## src/opcode_decoder_pkg.sv

```systemverilog
package opcode_decoder_pkg;

  // oscillator periods in one instruction cycle
  localparam int OSC_PER_INSTR = 4;
  localparam logic [1:0] LAST_PHASE = 2'(OSC_PER_INSTR - 1);

  // register indices on the plain register port
  localparam logic [3:0] REG_INSTR = 4'h0;
  localparam logic [3:0] REG_OPERAND = 4'h1;
  localparam logic [3:0] REG_ACC = 4'h2;
  localparam logic [3:0] REG_STATUS = 4'h3;
  localparam logic [3:0] REG_PAGE = 4'h4;
  localparam logic [3:0] REG_BANK = 4'h5;
  localparam logic [3:0] REG_PTR0 = 4'h6;
  localparam logic [3:0] REG_PTR1 = 4'h7;
  localparam logic [3:0] REG_DECODE = 4'h8;
  localparam logic [3:0] REG_TRANSFER = 4'h9;
  localparam logic [3:0] REG_CONTROL = 4'hA;

  // status field positions
  localparam int FLAG_CARRY = 0;
  localparam int FLAG_DIGIT = 1;
  localparam int FLAG_ZERO = 2;
  localparam int FLAG_POWERDOWN = 3;
  localparam int FLAG_TIMEOUT = 4;

  // reset values
  localparam logic [7:0] ACC_RESET = 8'h00;
  localparam logic [4:0] STATUS_RESET = 5'h18;
  localparam logic [6:0] PAGE_RESET = 7'h00;
  localparam logic [4:0] BANK_RESET = 5'h00;
  localparam logic [15:0] PTR_RESET = 16'h0000;

  // file addresses that reach memory through a pointer
  localparam logic [5:0] INDIRECT_PORT_BASE = 6'h00;

  typedef enum logic [5:0] {
    OP_OTHER, OP_NOP, OP_DEC_SKIP, OP_INC_SKIP, OP_BIT_CLEAR, OP_BIT_SET,
    OP_SKIP_CLEAR, OP_SKIP_SET, OP_ADD_K, OP_AND_K, OP_OR_K, OP_XOR_K,
    OP_SUB_K, OP_LOAD_K, OP_BANK_K, OP_PAGE_K, OP_REL_JUMP, OP_JUMP_ACC,
    OP_CALL, OP_CALL_ACC, OP_GOTO, OP_INT_RETURN, OP_RET_K, OP_RETURN,
    OP_WDT_KICK, OP_SOFT_RESET, OP_STANDBY, OP_PIN_DIR, OP_PTR_ADD,
    OP_IND_LOAD, OP_IND_LOAD_K, OP_IND_STORE, OP_IND_STORE_K
  } op_type;

endpackage

```

## src/opcode_decoder.sv

```systemverilog
// Design decisions made here: the register addresses and the plain strobed port.
`timescale 1ns/10ps
module opcode_decoder (
  input wire logic clk_sys,
  input wire logic reset,
  input wire logic [3:0] addr,
  input wire logic [15:0] wdata,
  input wire logic wstrobe,
  input wire logic rstrobe,
  output logic [15:0] rdata,
  output logic busy,
  output logic [15:0] data_addr,
  output logic [7:0] data_wdata,
  output logic data_write,
  output logic pc_load,
  output logic stack_push,
  output logic stack_pop,
  output logic interrupts_on,
  output logic watchdog_restart,
  output logic soft_reset,
  output logic standby,
  output logic pin_dir_load,
  output logic [2:0] pin_dir_select
);
  import opcode_decoder_pkg::*;

  // priority decode of one instruction word
  function automatic op_type decode_op(input logic [13:0] w);
    casez (w)
      14'b00_1011_????_????: decode_op = OP_DEC_SKIP;
      14'b00_1111_????_????: decode_op = OP_INC_SKIP;
      14'b01_00??_????_????: decode_op = OP_BIT_CLEAR;
      14'b01_01??_????_????: decode_op = OP_BIT_SET;
      14'b01_10??_????_????: decode_op = OP_SKIP_CLEAR;
      14'b01_11??_????_????: decode_op = OP_SKIP_SET;
      14'b11_1110_????_????: decode_op = OP_ADD_K;
      14'b11_1001_????_????: decode_op = OP_AND_K;
      14'b11_1000_????_????: decode_op = OP_OR_K;
      14'b11_1010_????_????: decode_op = OP_XOR_K;
      14'b11_1100_????_????: decode_op = OP_SUB_K;
      14'b11_0000_????_????: decode_op = OP_LOAD_K;
      14'b00_0000_001?_????: decode_op = OP_BANK_K;
      14'b11_0001_1???_????: decode_op = OP_PAGE_K;
      14'b11_0001_0???_????: decode_op = OP_PTR_ADD;
      14'b11_001?_????_????: decode_op = OP_REL_JUMP;
      14'b00_0000_0000_1011: decode_op = OP_JUMP_ACC;
      14'b10_0???_????_????: decode_op = OP_CALL;
      14'b00_0000_0000_1010: decode_op = OP_CALL_ACC;
      14'b10_1???_????_????: decode_op = OP_GOTO;
      14'b00_0000_0000_1001: decode_op = OP_INT_RETURN;
      14'b11_0100_????_????: decode_op = OP_RET_K;
      14'b00_0000_0000_1000: decode_op = OP_RETURN;
      14'b00_0000_0110_0100: decode_op = OP_WDT_KICK;
      14'b00_0000_0000_0000: decode_op = OP_NOP;
      14'b00_0000_0000_0001: decode_op = OP_SOFT_RESET;
      14'b00_0000_0110_0011: decode_op = OP_STANDBY;
      14'b00_0000_0110_0???: decode_op = OP_PIN_DIR;
      14'b00_0000_0001_0???: decode_op = OP_IND_LOAD;
      14'b00_0000_0001_1???: decode_op = OP_IND_STORE;
      14'b11_1111_0???_????: decode_op = OP_IND_LOAD_K;
      14'b11_1111_1???_????: decode_op = OP_IND_STORE_K;
      default: decode_op = OP_OTHER;
    endcase
  endfunction

  // architectural state
  logic [13:0] instr;
  logic [7:0] operand;
  logic [7:0] acc;
  logic [4:0] flags;
  logic [6:0] page;
  logic [4:0] bank;
  logic [15:0] ptr [2];
  op_type cur_op;
  logic [1:0] cycle_total;
  logic skip_taken;
  logic dest_file;
  logic [4:0] affected;
  logic [15:0] transfer;
  logic [1:0] phase;
  logic [1:0] cycles_left;

  // instruction fields of the word being written
  wire [13:0] word = wdata[13:0];
  wire op_type dec_op = decode_op(word);
  wire [2:0] bit_idx = word[9:7];
  wire [6:0] f_addr = word[6:0];
  wire dest_bit = word[7];
  wire [7:0] k8 = word[7:0];
  wire [1:0] upd_mode = word[1:0];
  wire accept = wstrobe && (addr == REG_INSTR) && !busy;

  // operand-side results
  wire [7:0] dec_res = operand - 8'h01;
  wire [7:0] inc_res = operand + 8'h01;
  wire bit_val = operand[bit_idx];
  wire [7:0] bit_mask = 8'(8'h01 << bit_idx);
  wire [8:0] sub9 = {1'b0, k8} - {1'b0, acc};
  wire [4:0] subn = {1'b0, k8[3:0]} - {1'b0, acc[3:0]};
  wire [8:0] add9 = {1'b0, k8} + {1'b0, acc};
  wire [4:0] addn = {1'b0, k8[3:0]} + {1'b0, acc[3:0]};

  // op classes
  wire is_mode_ind = (dec_op == OP_IND_LOAD) || (dec_op == OP_IND_STORE);
  wire is_k_ind = (dec_op == OP_IND_LOAD_K) || (dec_op == OP_IND_STORE_K);
  wire uses_file = (dec_op == OP_DEC_SKIP) || (dec_op == OP_INC_SKIP) ||
    (dec_op == OP_BIT_CLEAR) || (dec_op == OP_BIT_SET) ||
    (dec_op == OP_SKIP_CLEAR) || (dec_op == OP_SKIP_SET);
  wire pc_op = (dec_op == OP_REL_JUMP) || (dec_op == OP_JUMP_ACC) ||
    (dec_op == OP_CALL) || (dec_op == OP_CALL_ACC) ||
    (dec_op == OP_GOTO) || (dec_op == OP_INT_RETURN) ||
    (dec_op == OP_RET_K) || (dec_op == OP_RETURN);

  // pointer arithmetic
  wire ptr_sel = uses_file ? f_addr[0] : (is_mode_ind ? word[2] : word[6]);
  wire [15:0] ptr_cur = ptr[ptr_sel];
  wire [15:0] sext6 = {{10{word[5]}}, word[5:0]};
  wire [15:0] ptr_offset = ptr_cur + sext6;
  wire [15:0] ptr_step = ptr_cur + (upd_mode[0] ? 16'hFFFF : 16'h0001);
  wire [15:0] mode_addr = upd_mode[1] ? ptr_cur : ptr_step;
  wire [15:0] eff_addr = is_mode_ind ? mode_addr : ptr_offset;

  // cycle count: base, nop cycle, indirect program-memory cycle
  wire file_ind = uses_file && (f_addr[6:1] == INDIRECT_PORT_BASE);
  wire extra = (file_ind && ptr_cur[15]) ||
    ((is_mode_ind || is_k_ind) && eff_addr[15]);
  wire skip = ((dec_op == OP_DEC_SKIP) && (dec_res == 8'h00)) ||
    ((dec_op == OP_INC_SKIP) && (inc_res == 8'h00)) ||
    ((dec_op == OP_SKIP_CLEAR) && !bit_val) ||
    ((dec_op == OP_SKIP_SET) && bit_val);
  wire [1:0] next_total = 2'b01 + {1'b0, pc_op || skip} +
    {1'b0, extra};

  // effects of the accepted instruction
  logic [7:0] next_acc;
  logic [4:0] next_flags;
  logic [4:0] next_affected;
  logic [15:0] next_transfer;
  logic [15:0] next_ptr;
  logic next_ptr_write;
  logic [7:0] next_wdata;
  logic next_data_write;
  logic [15:0] next_addr;
  always_comb
  begin
    next_acc = acc;
    next_flags = flags;
    next_affected = 5'h00;
    next_transfer = 16'h0000;
    next_ptr = ptr_cur;
    next_ptr_write = 1'b0;
    next_wdata = 8'h00;
    next_data_write = 1'b0;
    next_addr = {4'h0, bank, f_addr};
    unique case (dec_op)
      OP_DEC_SKIP, OP_INC_SKIP:
      begin
        next_wdata = (dec_op == OP_DEC_SKIP) ? dec_res : inc_res;
        next_data_write = dest_bit;
        if (!dest_bit)
          next_acc = next_wdata;
      end
      OP_BIT_CLEAR:
      begin
        next_wdata = operand & ~bit_mask;
        next_data_write = 1'b1;
      end
      OP_BIT_SET:
      begin
        next_wdata = operand | bit_mask;
        next_data_write = 1'b1;
      end
      OP_ADD_K, OP_SUB_K:
      begin
        next_acc = (dec_op == OP_ADD_K) ? add9[7:0] : sub9[7:0];
        next_flags[FLAG_CARRY] = (dec_op == OP_ADD_K) ? add9[8] : !sub9[8];
        next_flags[FLAG_DIGIT] = (dec_op == OP_ADD_K) ? addn[4] : !subn[4];
        next_flags[FLAG_ZERO] = (next_acc == 8'h00);
        next_affected = 5'h07;
      end
      OP_AND_K, OP_OR_K, OP_XOR_K:
      begin
        if (dec_op == OP_AND_K)
          next_acc = acc & k8;
        else if (dec_op == OP_OR_K)
          next_acc = acc | k8;
        else
          next_acc = acc ^ k8;
        next_flags[FLAG_ZERO] = (next_acc == 8'h00);
        next_affected = 5'h04;
      end
      OP_LOAD_K, OP_RET_K:
        next_acc = k8;
      OP_REL_JUMP:
        next_transfer = {{7{word[8]}}, word[8:0]};
      OP_JUMP_ACC:
        next_transfer = {8'h00, acc};
      OP_CALL, OP_GOTO:
        next_transfer = {1'b0, page[6:3], word[10:0]};
      OP_CALL_ACC:
        next_transfer = {1'b0, page, acc};
      OP_WDT_KICK:
      begin
        next_flags[FLAG_TIMEOUT] = 1'b1;
        next_flags[FLAG_POWERDOWN] = 1'b1;
        next_affected = 5'h18;
      end
      OP_STANDBY:
      begin
        next_flags[FLAG_TIMEOUT] = 1'b1;
        next_flags[FLAG_POWERDOWN] = 1'b0;
        next_affected = 5'h18;
      end
      OP_PIN_DIR:
        next_wdata = acc;
      OP_PTR_ADD:
      begin
        next_ptr = ptr_offset;
        next_ptr_write = 1'b1;
      end
      OP_IND_LOAD, OP_IND_LOAD_K:
      begin
        next_acc = operand;
        next_flags[FLAG_ZERO] = (operand == 8'h00);
        next_affected = 5'h04;
        next_addr = eff_addr;
        next_ptr = ptr_step;
        next_ptr_write = is_mode_ind;
      end
      OP_IND_STORE, OP_IND_STORE_K:
      begin
        next_wdata = acc;
        next_data_write = 1'b1;
        next_addr = eff_addr;
        next_ptr = ptr_step;
        next_ptr_write = is_mode_ind;
      end
      default:
        next_acc = acc;
    endcase
  end

  // instruction-cycle sequencer, one enable every four clocks
  wire cycle_end = busy && (phase == LAST_PHASE);
  always_ff @(posedge clk_sys or posedge reset)
  begin
    if (reset)
    begin
      busy <= 1'b0;
      phase <= 2'b00;
      cycles_left <= 2'b00;
    end
    else if (accept)
    begin
      busy <= 1'b1;
      phase <= 2'b00;
      cycles_left <= next_total - 2'b01;
    end
    else if (busy)
    begin
      phase <= phase + 2'b01;
      if (cycle_end && cycles_left == 2'b00)
        busy <= 1'b0;
      else if (cycle_end)
        cycles_left <= cycles_left - 2'b01;
    end
  end

  // software-written state and accepted instruction results
  always_ff @(posedge clk_sys or posedge reset)
  begin
    if (reset)
    begin
      instr <= 14'h0000;
      operand <= 8'h00;
      acc <= ACC_RESET;
      flags <= STATUS_RESET;
      page <= PAGE_RESET;
      bank <= BANK_RESET;
    end
    else if (accept)
    begin
      instr <= word;
      acc <= next_acc;
      flags <= next_flags;
      if (dec_op == OP_PAGE_K)
        page <= word[6:0];
      if (dec_op == OP_BANK_K)
        bank <= word[4:0];
    end
    else if (wstrobe)
    begin
      if (addr == REG_OPERAND)
        operand <= wdata[7:0];
      if (addr == REG_ACC)
        acc <= wdata[7:0];
      if (addr == REG_STATUS)
        flags <= wdata[4:0];
      if (addr == REG_PAGE)
        page <= wdata[6:0];
      if (addr == REG_BANK)
        bank <= wdata[4:0];
    end
  end

  // the two indirect pointers
  genvar gi;
  generate
    for (gi = 0; gi < 2; gi++)
    begin : g_ptr
      always_ff @(posedge clk_sys or posedge reset)
      begin
        if (reset)
          ptr[gi] <= PTR_RESET;
        else if (accept && next_ptr_write && (ptr_sel == 1'(gi)))
          ptr[gi] <= next_ptr;
        else if (wstrobe && !accept && (addr == 4'(REG_PTR0 + gi)))
          ptr[gi] <= wdata;
      end
    end
  endgenerate

  // decode record, one-cycle action pulses and the standby latch
  always_ff @(posedge clk_sys or posedge reset)
  begin
    if (reset)
    begin
      cur_op <= OP_NOP;
      cycle_total <= 2'b00;
      skip_taken <= 1'b0;
      dest_file <= 1'b0;
      affected <= 5'h00;
      transfer <= 16'h0000;
      data_addr <= 16'h0000;
      data_wdata <= 8'h00;
      data_write <= 1'b0;
      pc_load <= 1'b0;
      stack_push <= 1'b0;
      stack_pop <= 1'b0;
      interrupts_on <= 1'b0;
      watchdog_restart <= 1'b0;
      soft_reset <= 1'b0;
      pin_dir_load <= 1'b0;
      pin_dir_select <= 3'h0;
      standby <= 1'b0;
    end
    else
    begin
      data_write <= accept && next_data_write;
      pc_load <= accept && pc_op;
      stack_push <= accept && ((dec_op == OP_CALL) ||
        (dec_op == OP_CALL_ACC));
      stack_pop <= accept && ((dec_op == OP_RETURN) ||
        (dec_op == OP_INT_RETURN) || (dec_op == OP_RET_K));
      interrupts_on <= accept && (dec_op == OP_INT_RETURN);
      watchdog_restart <= accept && (dec_op == OP_WDT_KICK);
      soft_reset <= accept && (dec_op == OP_SOFT_RESET);
      pin_dir_load <= accept && (dec_op == OP_PIN_DIR);
      if (accept)
      begin
        cur_op <= dec_op;
        cycle_total <= next_total;
        skip_taken <= skip;
        dest_file <= next_data_write;
        affected <= next_affected;
        transfer <= next_transfer;
        data_addr <= next_addr;
        data_wdata <= next_wdata;
        pin_dir_select <= word[2:0];
        if (dec_op == OP_STANDBY)
          standby <= 1'b1;
      end
      else if (wstrobe && addr == REG_CONTROL)
        standby <= 1'b0;
    end
  end

  // read mux, data valid only in the cycle after the strobe
  logic [15:0] read_mux;
  always_comb
  begin
    unique case (addr)
      REG_INSTR: read_mux = {2'b00, instr};
      REG_OPERAND: read_mux = {8'h00, operand};
      REG_ACC: read_mux = {8'h00, acc};
      REG_STATUS: read_mux = {11'h000, flags};
      REG_PAGE: read_mux = {9'h000, page};
      REG_BANK: read_mux = {11'h000, bank};
      REG_PTR0: read_mux = ptr[0];
      REG_PTR1: read_mux = ptr[1];
      REG_DECODE: read_mux = {cur_op, cycle_total, skip_taken, dest_file,
        1'b0, affected};
      REG_TRANSFER: read_mux = transfer;
      REG_CONTROL: read_mux = {14'h0000, standby, busy};
      default: read_mux = 16'h0000;
    endcase
  end
  always_ff @(posedge clk_sys or posedge reset)
  begin
    if (reset)
      rdata <= 16'h0000;
    else
      rdata <= rstrobe ? read_mux : 16'h0000;
  end
endmodule

```

## config.mk

```make
export PLATFORM = sky130hd
export DESIGN_NAME = opcode_decoder
export DESIGN_NICKNAME = d
export VERILOG_FILES = /design/src/opcode_decoder_pkg.sv /design/src/opcode_decoder.sv
export SDC_FILE = /design/constraint.sdc
export NUM_CORES = 1
export LEC_CHECK = 0
export BUFFER_PORTS_ARGS = -buffer_cell sky130_fd_sc_hd__buf_2
export CAP_MARGIN = 20
export CELL_PAD_IN_SITES_DETAIL_PLACEMENT = 0
export CELL_PAD_IN_SITES_GLOBAL_PLACEMENT = 1
export CORE_MARGIN = 10
export CORE_UTILIZATION = 48
export CTS_BUF_LIST = sky130_fd_sc_hd__clkbuf_8
export CTS_CLUSTER_SIZE = 28
export DETAILED_ROUTE_END_ITERATION = 7
export PLACE_DENSITY = 0.92
export SYNTH_ARGS = -nofsm -noshare
export SYNTH_HDL_FRONTEND = slang
export SYNTH_SLANG_ARGS = --single-unit
```

## constraint.sdc

```tcl
create_clock -name clk_sys -period 7.6 [get_ports clk_sys]
set_input_delay 1.52 -clock clk_sys [delete_from_list [all_inputs] [get_ports clk_sys]]
set_output_delay 1.52 -clock clk_sys [all_outputs]
set_load 0.03 [all_outputs]
```

==> Word-level counts from Yosys, hierarchy flattened <==
Cells that the tools add are included.
{ "classes": {"bitwise_logic": 9, "shift": 1, "addsub": 13, "eq_ne": 82, "mux": 63, "n_reduce_logical": 93, "n_lt_le_gt_ge": 2} }
{ "op_table": {"columns": ["operator", "count"], "rows": [
  ["$mux W16", 12],
  ["$pmux W16 S11", 1],
  ["$pmux W6 S27", 1],
  ["$eq A6 B5 Y1 const B", 16],
  ["$mux W8", 9],
  ["$pmux W16 S4", 1],
  ["$eq A6 B4 Y1 const B", 10],
  ["$eq A14 B4 Y1 const B", 4],
  ["$eq A6 B6 Y1 const B", 8],
  ["$logic_not A8 Y1", 5],
  ["$pmux W8 S5", 1],
  ["$mux W5", 7],
  ["$add A16 B16 Y16", 2],
  ["$eq A4 B3 Y1 const B", 8],
  ["$pmux W16 S2", 1],
  ["$pmux W8 S4", 1],
  ["$pmux W6 S5", 1],
  ["$eq A14 B7 Y1 const B", 2],
  ["$eq A7 B7 Y1 const B", 4],
  ["$mux W7", 4],
  ["$logic_and A1 B1 Y1", 26],
  ["$eq A6 B3 Y1 const B", 4],
  ["$logic_or A1 B1 Y1", 23],
  ["$eq A11 B2 Y1 const B", 2],
  ["other kinds (55)", 110]
]} }
{ "word_totals": {"in_bits": 24, "wordCells": 295, "output_inout_bits": 53, "ff_bits": 167} }

==> Longest topological paths before layout <==
{ "logic_depth": {"ltp_word": 22, "depth_mapped": 22, "ltp_nobuf": 19} }

==> Worst setup path before layout <==
Ideal clock, no wire load.
{ "synth_timing": {"kind": "input-to-reg", "from": "input wdata[8]", "to": "register cycles_left[1]", "path_buffers": 3, "path_stages": 22, "t_arrival_ns": 6.801, "setup_slack_ns": 0.716, "required_ns": 7.517, "setup_time_ns": 0.083, "cell_sequence": "clkbuf_1 -> nand3_1 -> a21oi_1 -> mux2i_1 -> clkbuf_1 -> clkbuf_1 -> mux2i_1 -> inv_1 -> ha_1 -> a21oi_1 -> nor2b_1 -> o31a_1 -> o221a_2 -> o41a_1 -> a41o_1 -> o41ai_1 -> xnor2_1 -> o211ai_1 -> and2_1 -> ha_1 -> xor2_1 -> o21ai_0"} }
{ "synth_between": {"elab_chain_cells": 22, "word_cells_on_any_way": 89, "classes_between": "5 x add/sub; 42 x eq/ne; 12 x mux; 1 x bitwise; 29 x reduce/logical"} }
{ "synth_lines": {"columns": ["element", "line_no", "rtl"], "rows": [
  ["start, declared", "opcode_decoder.sv:7", "input wire logic [15:0] wdata,"],
  ["$eq A11 B2 Y1 (tied with other cells)", "opcode_decoder.sv:29", "casez (w)"],
  ["$pmux W6 S5", "opcode_decoder.sv:29", null],
  ["$pmux W6 S27", "opcode_decoder.sv:29", null],
  ["$eq A6 B2 Y1, on equally long branches", "opcode_decoder.sv:106, opcode_decoder.sv:127, opcode_decoder.sv:128", null],
  ["$logic_or A1 B1 Y1 (2 in series)", "opcode_decoder.sv:106", "wire uses_file = (dec_op == OP_DEC_SKIP) || (dec_op == OP_INC_SKIP) ||"],
  ["$logic_or A1 B1 Y1 (2 in series)", "opcode_decoder.sv:107", "(dec_op == OP_BIT_CLEAR) || (dec_op == OP_BIT_SET) ||"],
  ["$logic_or A1 B1 Y1", "opcode_decoder.sv:108", "(dec_op == OP_SKIP_CLEAR) || (dec_op == OP_SKIP_SET);"],
  ["$mux W1", "opcode_decoder.sv:115", "wire ptr_sel = uses_file ? f_addr[0] : (is_mode_ind ? word[2] : word[6]);"],
  ["[... 4 more ...]", null, null],
  ["$add A16 B16 Y16", "opcode_decoder.sv:119", "wire [15:0] ptr_step = ptr_cur + (upd_mode[0] ? 16'hFFFF : 16'h0001);"],
  ["$mux W16", "opcode_decoder.sv:120", "wire [15:0] mode_addr = upd_mode[1] ? ptr_cur : ptr_step;"],
  ["$mux W16", "opcode_decoder.sv:121", "wire [15:0] eff_addr = is_mode_ind ? mode_addr : ptr_offset;"],
  ["$logic_and A1 B1 Y1", "opcode_decoder.sv:126", "((is_mode_ind || is_k_ind) && eff_addr[15]);"],
  ["$logic_or A1 B1 Y1", "opcode_decoder.sv:125", "wire extra = (file_ind && ptr_cur[15]) ||"],
  ["$add A2 B1 Y2 (*)", "opcode_decoder.sv:131", "wire [1:0] next_total = 2'b01 + {1'b0, pc_op || skip} +"],
  ["$sub A2 B1 Y2 (*)", "opcode_decoder.sv:257", "cycles_left <= next_total - 2'b01;"],
  ["$mux W2 (*)", "opcode_decoder.sv:253", "else if (accept)"],
  ["end signal, assigned", "opcode_decoder.sv:257", null],
  ["end signal, assigned", "opcode_decoder.sv:265", "cycles_left <= cycles_left - 2'b01;"],
  ["end, declared", "opcode_decoder.sv:81", "logic [1:0] cycles_left;"]
]} }
Mark *: on every way between the ends. The rest lies on a longest branch, timed or not. The select of a mux whose other input is x is not followed.
A chain may end at the register's enable or synchronous reset.

==> Final worst setup path <==
{ "layout_timing": {"from": "input wdata[10]", "to": "register cycles_left[1]"} }
{ "layout_between": {"elab_chain_cells": 22, "word_cells_on_any_way": 91, "classes_between": "5 x add/sub; 47 x eq/ne; 10 x mux; 1 x bitwise; 28 x reduce/logical"} }
{ "layout_lines": {"columns": ["element", "line_no"], "rows": [
  ["$eq A11 B2 Y1 (tied with other cells)", "opcode_decoder.sv:29"],
  ["$pmux W6 S5", "opcode_decoder.sv:29"],
  ["$pmux W6 S27 (*)", "opcode_decoder.sv:29"],
  ["$eq A6 B2 Y1, on equally long branches", "opcode_decoder.sv:106, opcode_decoder.sv:127, opcode_decoder.sv:128"],
  ["$logic_or A1 B1 Y1 (2 in series)", "opcode_decoder.sv:106"],
  ["$logic_or A1 B1 Y1 (2 in series)", "opcode_decoder.sv:107"],
  ["$logic_or A1 B1 Y1", "opcode_decoder.sv:108"],
  ["$mux W1", "opcode_decoder.sv:115"],
  ["[... 4 more ...]", null],
  ["$add A16 B16 Y16", "opcode_decoder.sv:119"],
  ["$mux W16", "opcode_decoder.sv:120"],
  ["$mux W16", "opcode_decoder.sv:121"],
  ["$logic_and A1 B1 Y1", "opcode_decoder.sv:126"],
  ["$logic_or A1 B1 Y1", "opcode_decoder.sv:125"],
  ["$add A2 B1 Y2 (*)", "opcode_decoder.sv:131"],
  ["$sub A2 B1 Y2 (*)", "opcode_decoder.sv:257"],
  ["$mux W2 (*)", "opcode_decoder.sv:253"]
]} }
Marks and branches as above.

==> out/summary.txt <==
Clock root cell: clkbuf_8
Hold buffer count at cts: 0
Clk_lat worst skew: 0.48 ns
IO Pins: 77
Placed insts: 1829
Clock power frac: 0.198
Routed WL: 45400 um
Pre-CTS WS: 0.856 ns
R2R Path Start: ptr[17]$_DFFE_PP0P_
Seq pwr share: 0.391
Worst hold path type: register to register
Routability cong.: 1.02
Mux share of post-synthesis cell area: 0.0571
1st-iter DRT viols: 1990
Final Hold Fails: 0
# resized after CTS: 0
Initial antenna violation count: 2
Fin cells: 1866
Reg2reg end: cycles_left[1]$_DFFE_PP0P_
Placeable Area: 0.0253 mm2
FF+latch count, synth: 162
DRT antenna net count: 0
WP data required: 7.98 ns
Worst Tran Pin Value: 1.20 ns
CP Max Fanout: 21
Chip Height: 180 um
Syn Inst Count: 1496
Endpoints failing setup: 0
Area grow syn2layout: 8.90%
Final #Nets: 1609
Synth Flop Type: dfrtp_1
Status: finished clean
Sw frac: 0.453
Largest family of logic cells by synthesized area: compound AO/OA/AOI/OAI gates
Pre-Repair DR Iteration Count: 7
Routed vias: 12400
Sequential share of the synthesized area: 0.328
Crit path setup slack, layout: 1.30 ns
Number of synthesized flops with an enable pin: 0
Psw: 1.51 mW
Worst hold path depth: 2
Placement Rows: 58
RSZ-0062 raised after global routing: false
# DRC: 0
Vias in the first global route: 11600
Worst Hold End: cur_op[0]$_DFFE_PP1P_
Final HPWL DP: 32800 um
Synth Area in XOR/XNOR: 0.0319
Clk sink count: 162
Reg clk slew, reported paths: 0.12 ns
Number of synthesis warnings: 0
Worst slew margin: 0.200
P_int: 1.82 mW
Grt ovf: 0
Combinational cell fraction of total power: 0.411
TritonCTS Buffers: 17
Power per cell area: 247 mW/mm2
Post-DR wirelength/cell: 24.3 um
Leakage power: 6.01 nW
Part of the cycle the worst path needs: 0.829
Fraction of registers with async set/reset: 1.00
Final max-slew violation count: 0
Most common cell in the netlist: nand2_1
Post-synth top area cell: dfrtp_1
Post-CTS Setup Bufs: 0
HP Start: cur_op[0]$_DFFE_PP1P_
Largest vdd supply drop: 123 uV
Worst Setup End Kind: register
H-tree level count: 4
Chip width: 180 um
Crit path time final: 6.30 ns
Share of cells above drive strength 1: 0.130
Worst R2R Path Depth: 16
Setup CP Type: input port to register
Fmax: 159 MHz
Top cell types by occurrence after synthesis: nand2_1 (191), dfrtp_1 (159), nor2_1 (147), a21oi_1 (117), o21ai_0 (105)
Via density: 6.62
Fin Setup TNS: 0 ns
Largest net degree at the start of global routing: 83
Clock Skews: 0.0215 ns
Crit path launch type: input port
Top post-synthesis cells by area: dfrtp_1 (32%), ha_1 (6.2%), nand2_1 (5.8%), a21oi_1 (4.7%), nor2_1 (4.5%)
WP data arrival: 6.68 ns
Adder-Cell Fraction of Synth Area: 0.0690
Post-Synth Simple-Gate Area: 0.202
Complex-gate fraction of the synthesized area: 0.263
Maximum clock insertion buffer count: 2
TritonCTS clock tree: done
Max Cap Viol: 0
Syn Std Cell Area: 0.0124 mm2
Initial core utilization: 0.489
Post-synth net total: 1585
Synth cell types: 92
Post-DP Area: 0.0130 mm2
Global-route wire length before repair: 70400 um
Total power: 3.33 mW
Synth top area share: 0.322
Mean Syn Cell Area: 8.26 um2
Worst reg-to-reg setup slack: 3.11 ns
Die area: 0.0326 mm2
PortBufs: 76
Cell area after layout: 0.0135 mm2
Tot GR Track Use: 0.270
registers in the layout (all words and copies together) (netlist names), 3 cells and up:
name	count
affected	3
acc	8
data_wdata	8
cur_op	6
bank	5
transfer	16
operand	8
flags	5
page	7
rdata	16
ptr	32
instr	14
data_addr	16
layout make-up:
type / count / area [um2]
Antenna cell: 3 / 7.51
Clock buffer: 17 / 234
Clock inverter: 15 / 185
Fill cell: 2373 / 11800
Inverter: 49 / 189
Multi-Input combinational cell: 1184 / 7750
Sequential cell: 162 / 4060
Tap cell: 330 / 413
Timing Repair Buffer: 106 / 623
critical path, stage by stage:
cell and delay [ns]:
buf_2 0.24, or3_1 0.54, o31ai_1 0.32, mux2i_2 0.14, mux2i_1 0.44, inv_1 0.18, ha_1 0.31, a21oi_1 0.15
nor2b_1 0.08, o31a_1 0.28, o221a_2 0.26, o41a_1 0.33, a41o_1 0.26, o41ai_1 0.42, xnor2_1 0.19, o211ai_1 0.11
and2_1 0.20, ha_1 0.33, xor2_1 0.17, o21ai_0 0.19
cells in the final DEF, fill, tap and decap left out, types with 11 or more instances in the layout:
cell type / n
a211oi_1: 22
a21o_1: 20
a21oi_1: 117
a221o_1: 11
a221oi_1: 19
a22oi_1: 47
a31oi_1: 25
and2_1: 13
and3_1: 19
buf_2: 77
buf_4: 28
clkbuf_8: 17
dfrtp_1: 159
ha_1: 61
inv_1: 46
mux2_2: 25
mux2i_1: 34
nand2_1: 191
nand2b_1: 19
nand3_1: 31
nor2_1: 146
nor2b_1: 15
nor3_1: 32
o21ai_0: 104
o31ai_1: 15
xnor2_1: 28
xor2_1: 17
how the worst max path moves through the flow:
stage	startpoint	end	cells after the start
after floorplan	wdata[8]	cycles_left[1]$_DFFE_PP0P_	22
final	wdata[10]	cycles_left[1]$_DFFE_PP0P_	20
after detailed placement	wdata[9]	cycles_left[1]$_DFFE_PP0P_	20
after global routing	wdata[12]	cycles_left[1]$_DFFE_PP0P_	20
after global placement	wdata[9]	cycles_left[1]$_DFFE_PP0P_	20
after CTS	wdata[9]	cycles_left[1]$_DFFE_PP0P_	20
routing by layer:
layer	track usage	wire length (um)	up-vias
li1	-	-	5526
met1	0.364	18400	5896
met3	0.0677	5550	136
met4	0.126	2250	0
met5	0	0	-
met2	0.396	19200	804
stage by stage:
step           hold WS (ns)  utilization
6_report              0.470        0.533
5_1_grt               0.482        0.533
4_1_cts               0.470        0.531
3_5_place_dp          0.454        0.515
3_3_place_gp          0.451        0.515
2_1_floorplan         0.439            -
logic make-up (layout without fill, tap and decap cells):
kind of cell	after synthesis	after routing
AND/OR/NAND/NOR	527	527
AO/OA/AOI/OAI	482	482
flip-flops	162	162
buffers and inverters	150	187
adder cells (fa/ha/maj)	66	66
multiplexers	64	64
XOR/XNOR	45	45
other	0	3
power groups by stage:
stage	clock network (mW)	logic [mW]	registers, mW
5_1_grt	0.696	1.51	1.31
3_3_place_gp	0	1.31	1.29
4_1_cts	0.661	1.34	1.28
6_report	0.660	1.37	1.30
2_1_floorplan	0	0.976	1.24
3_5_place_dp	0	1.34	1.30
Power figures use the tool's default switching activity.
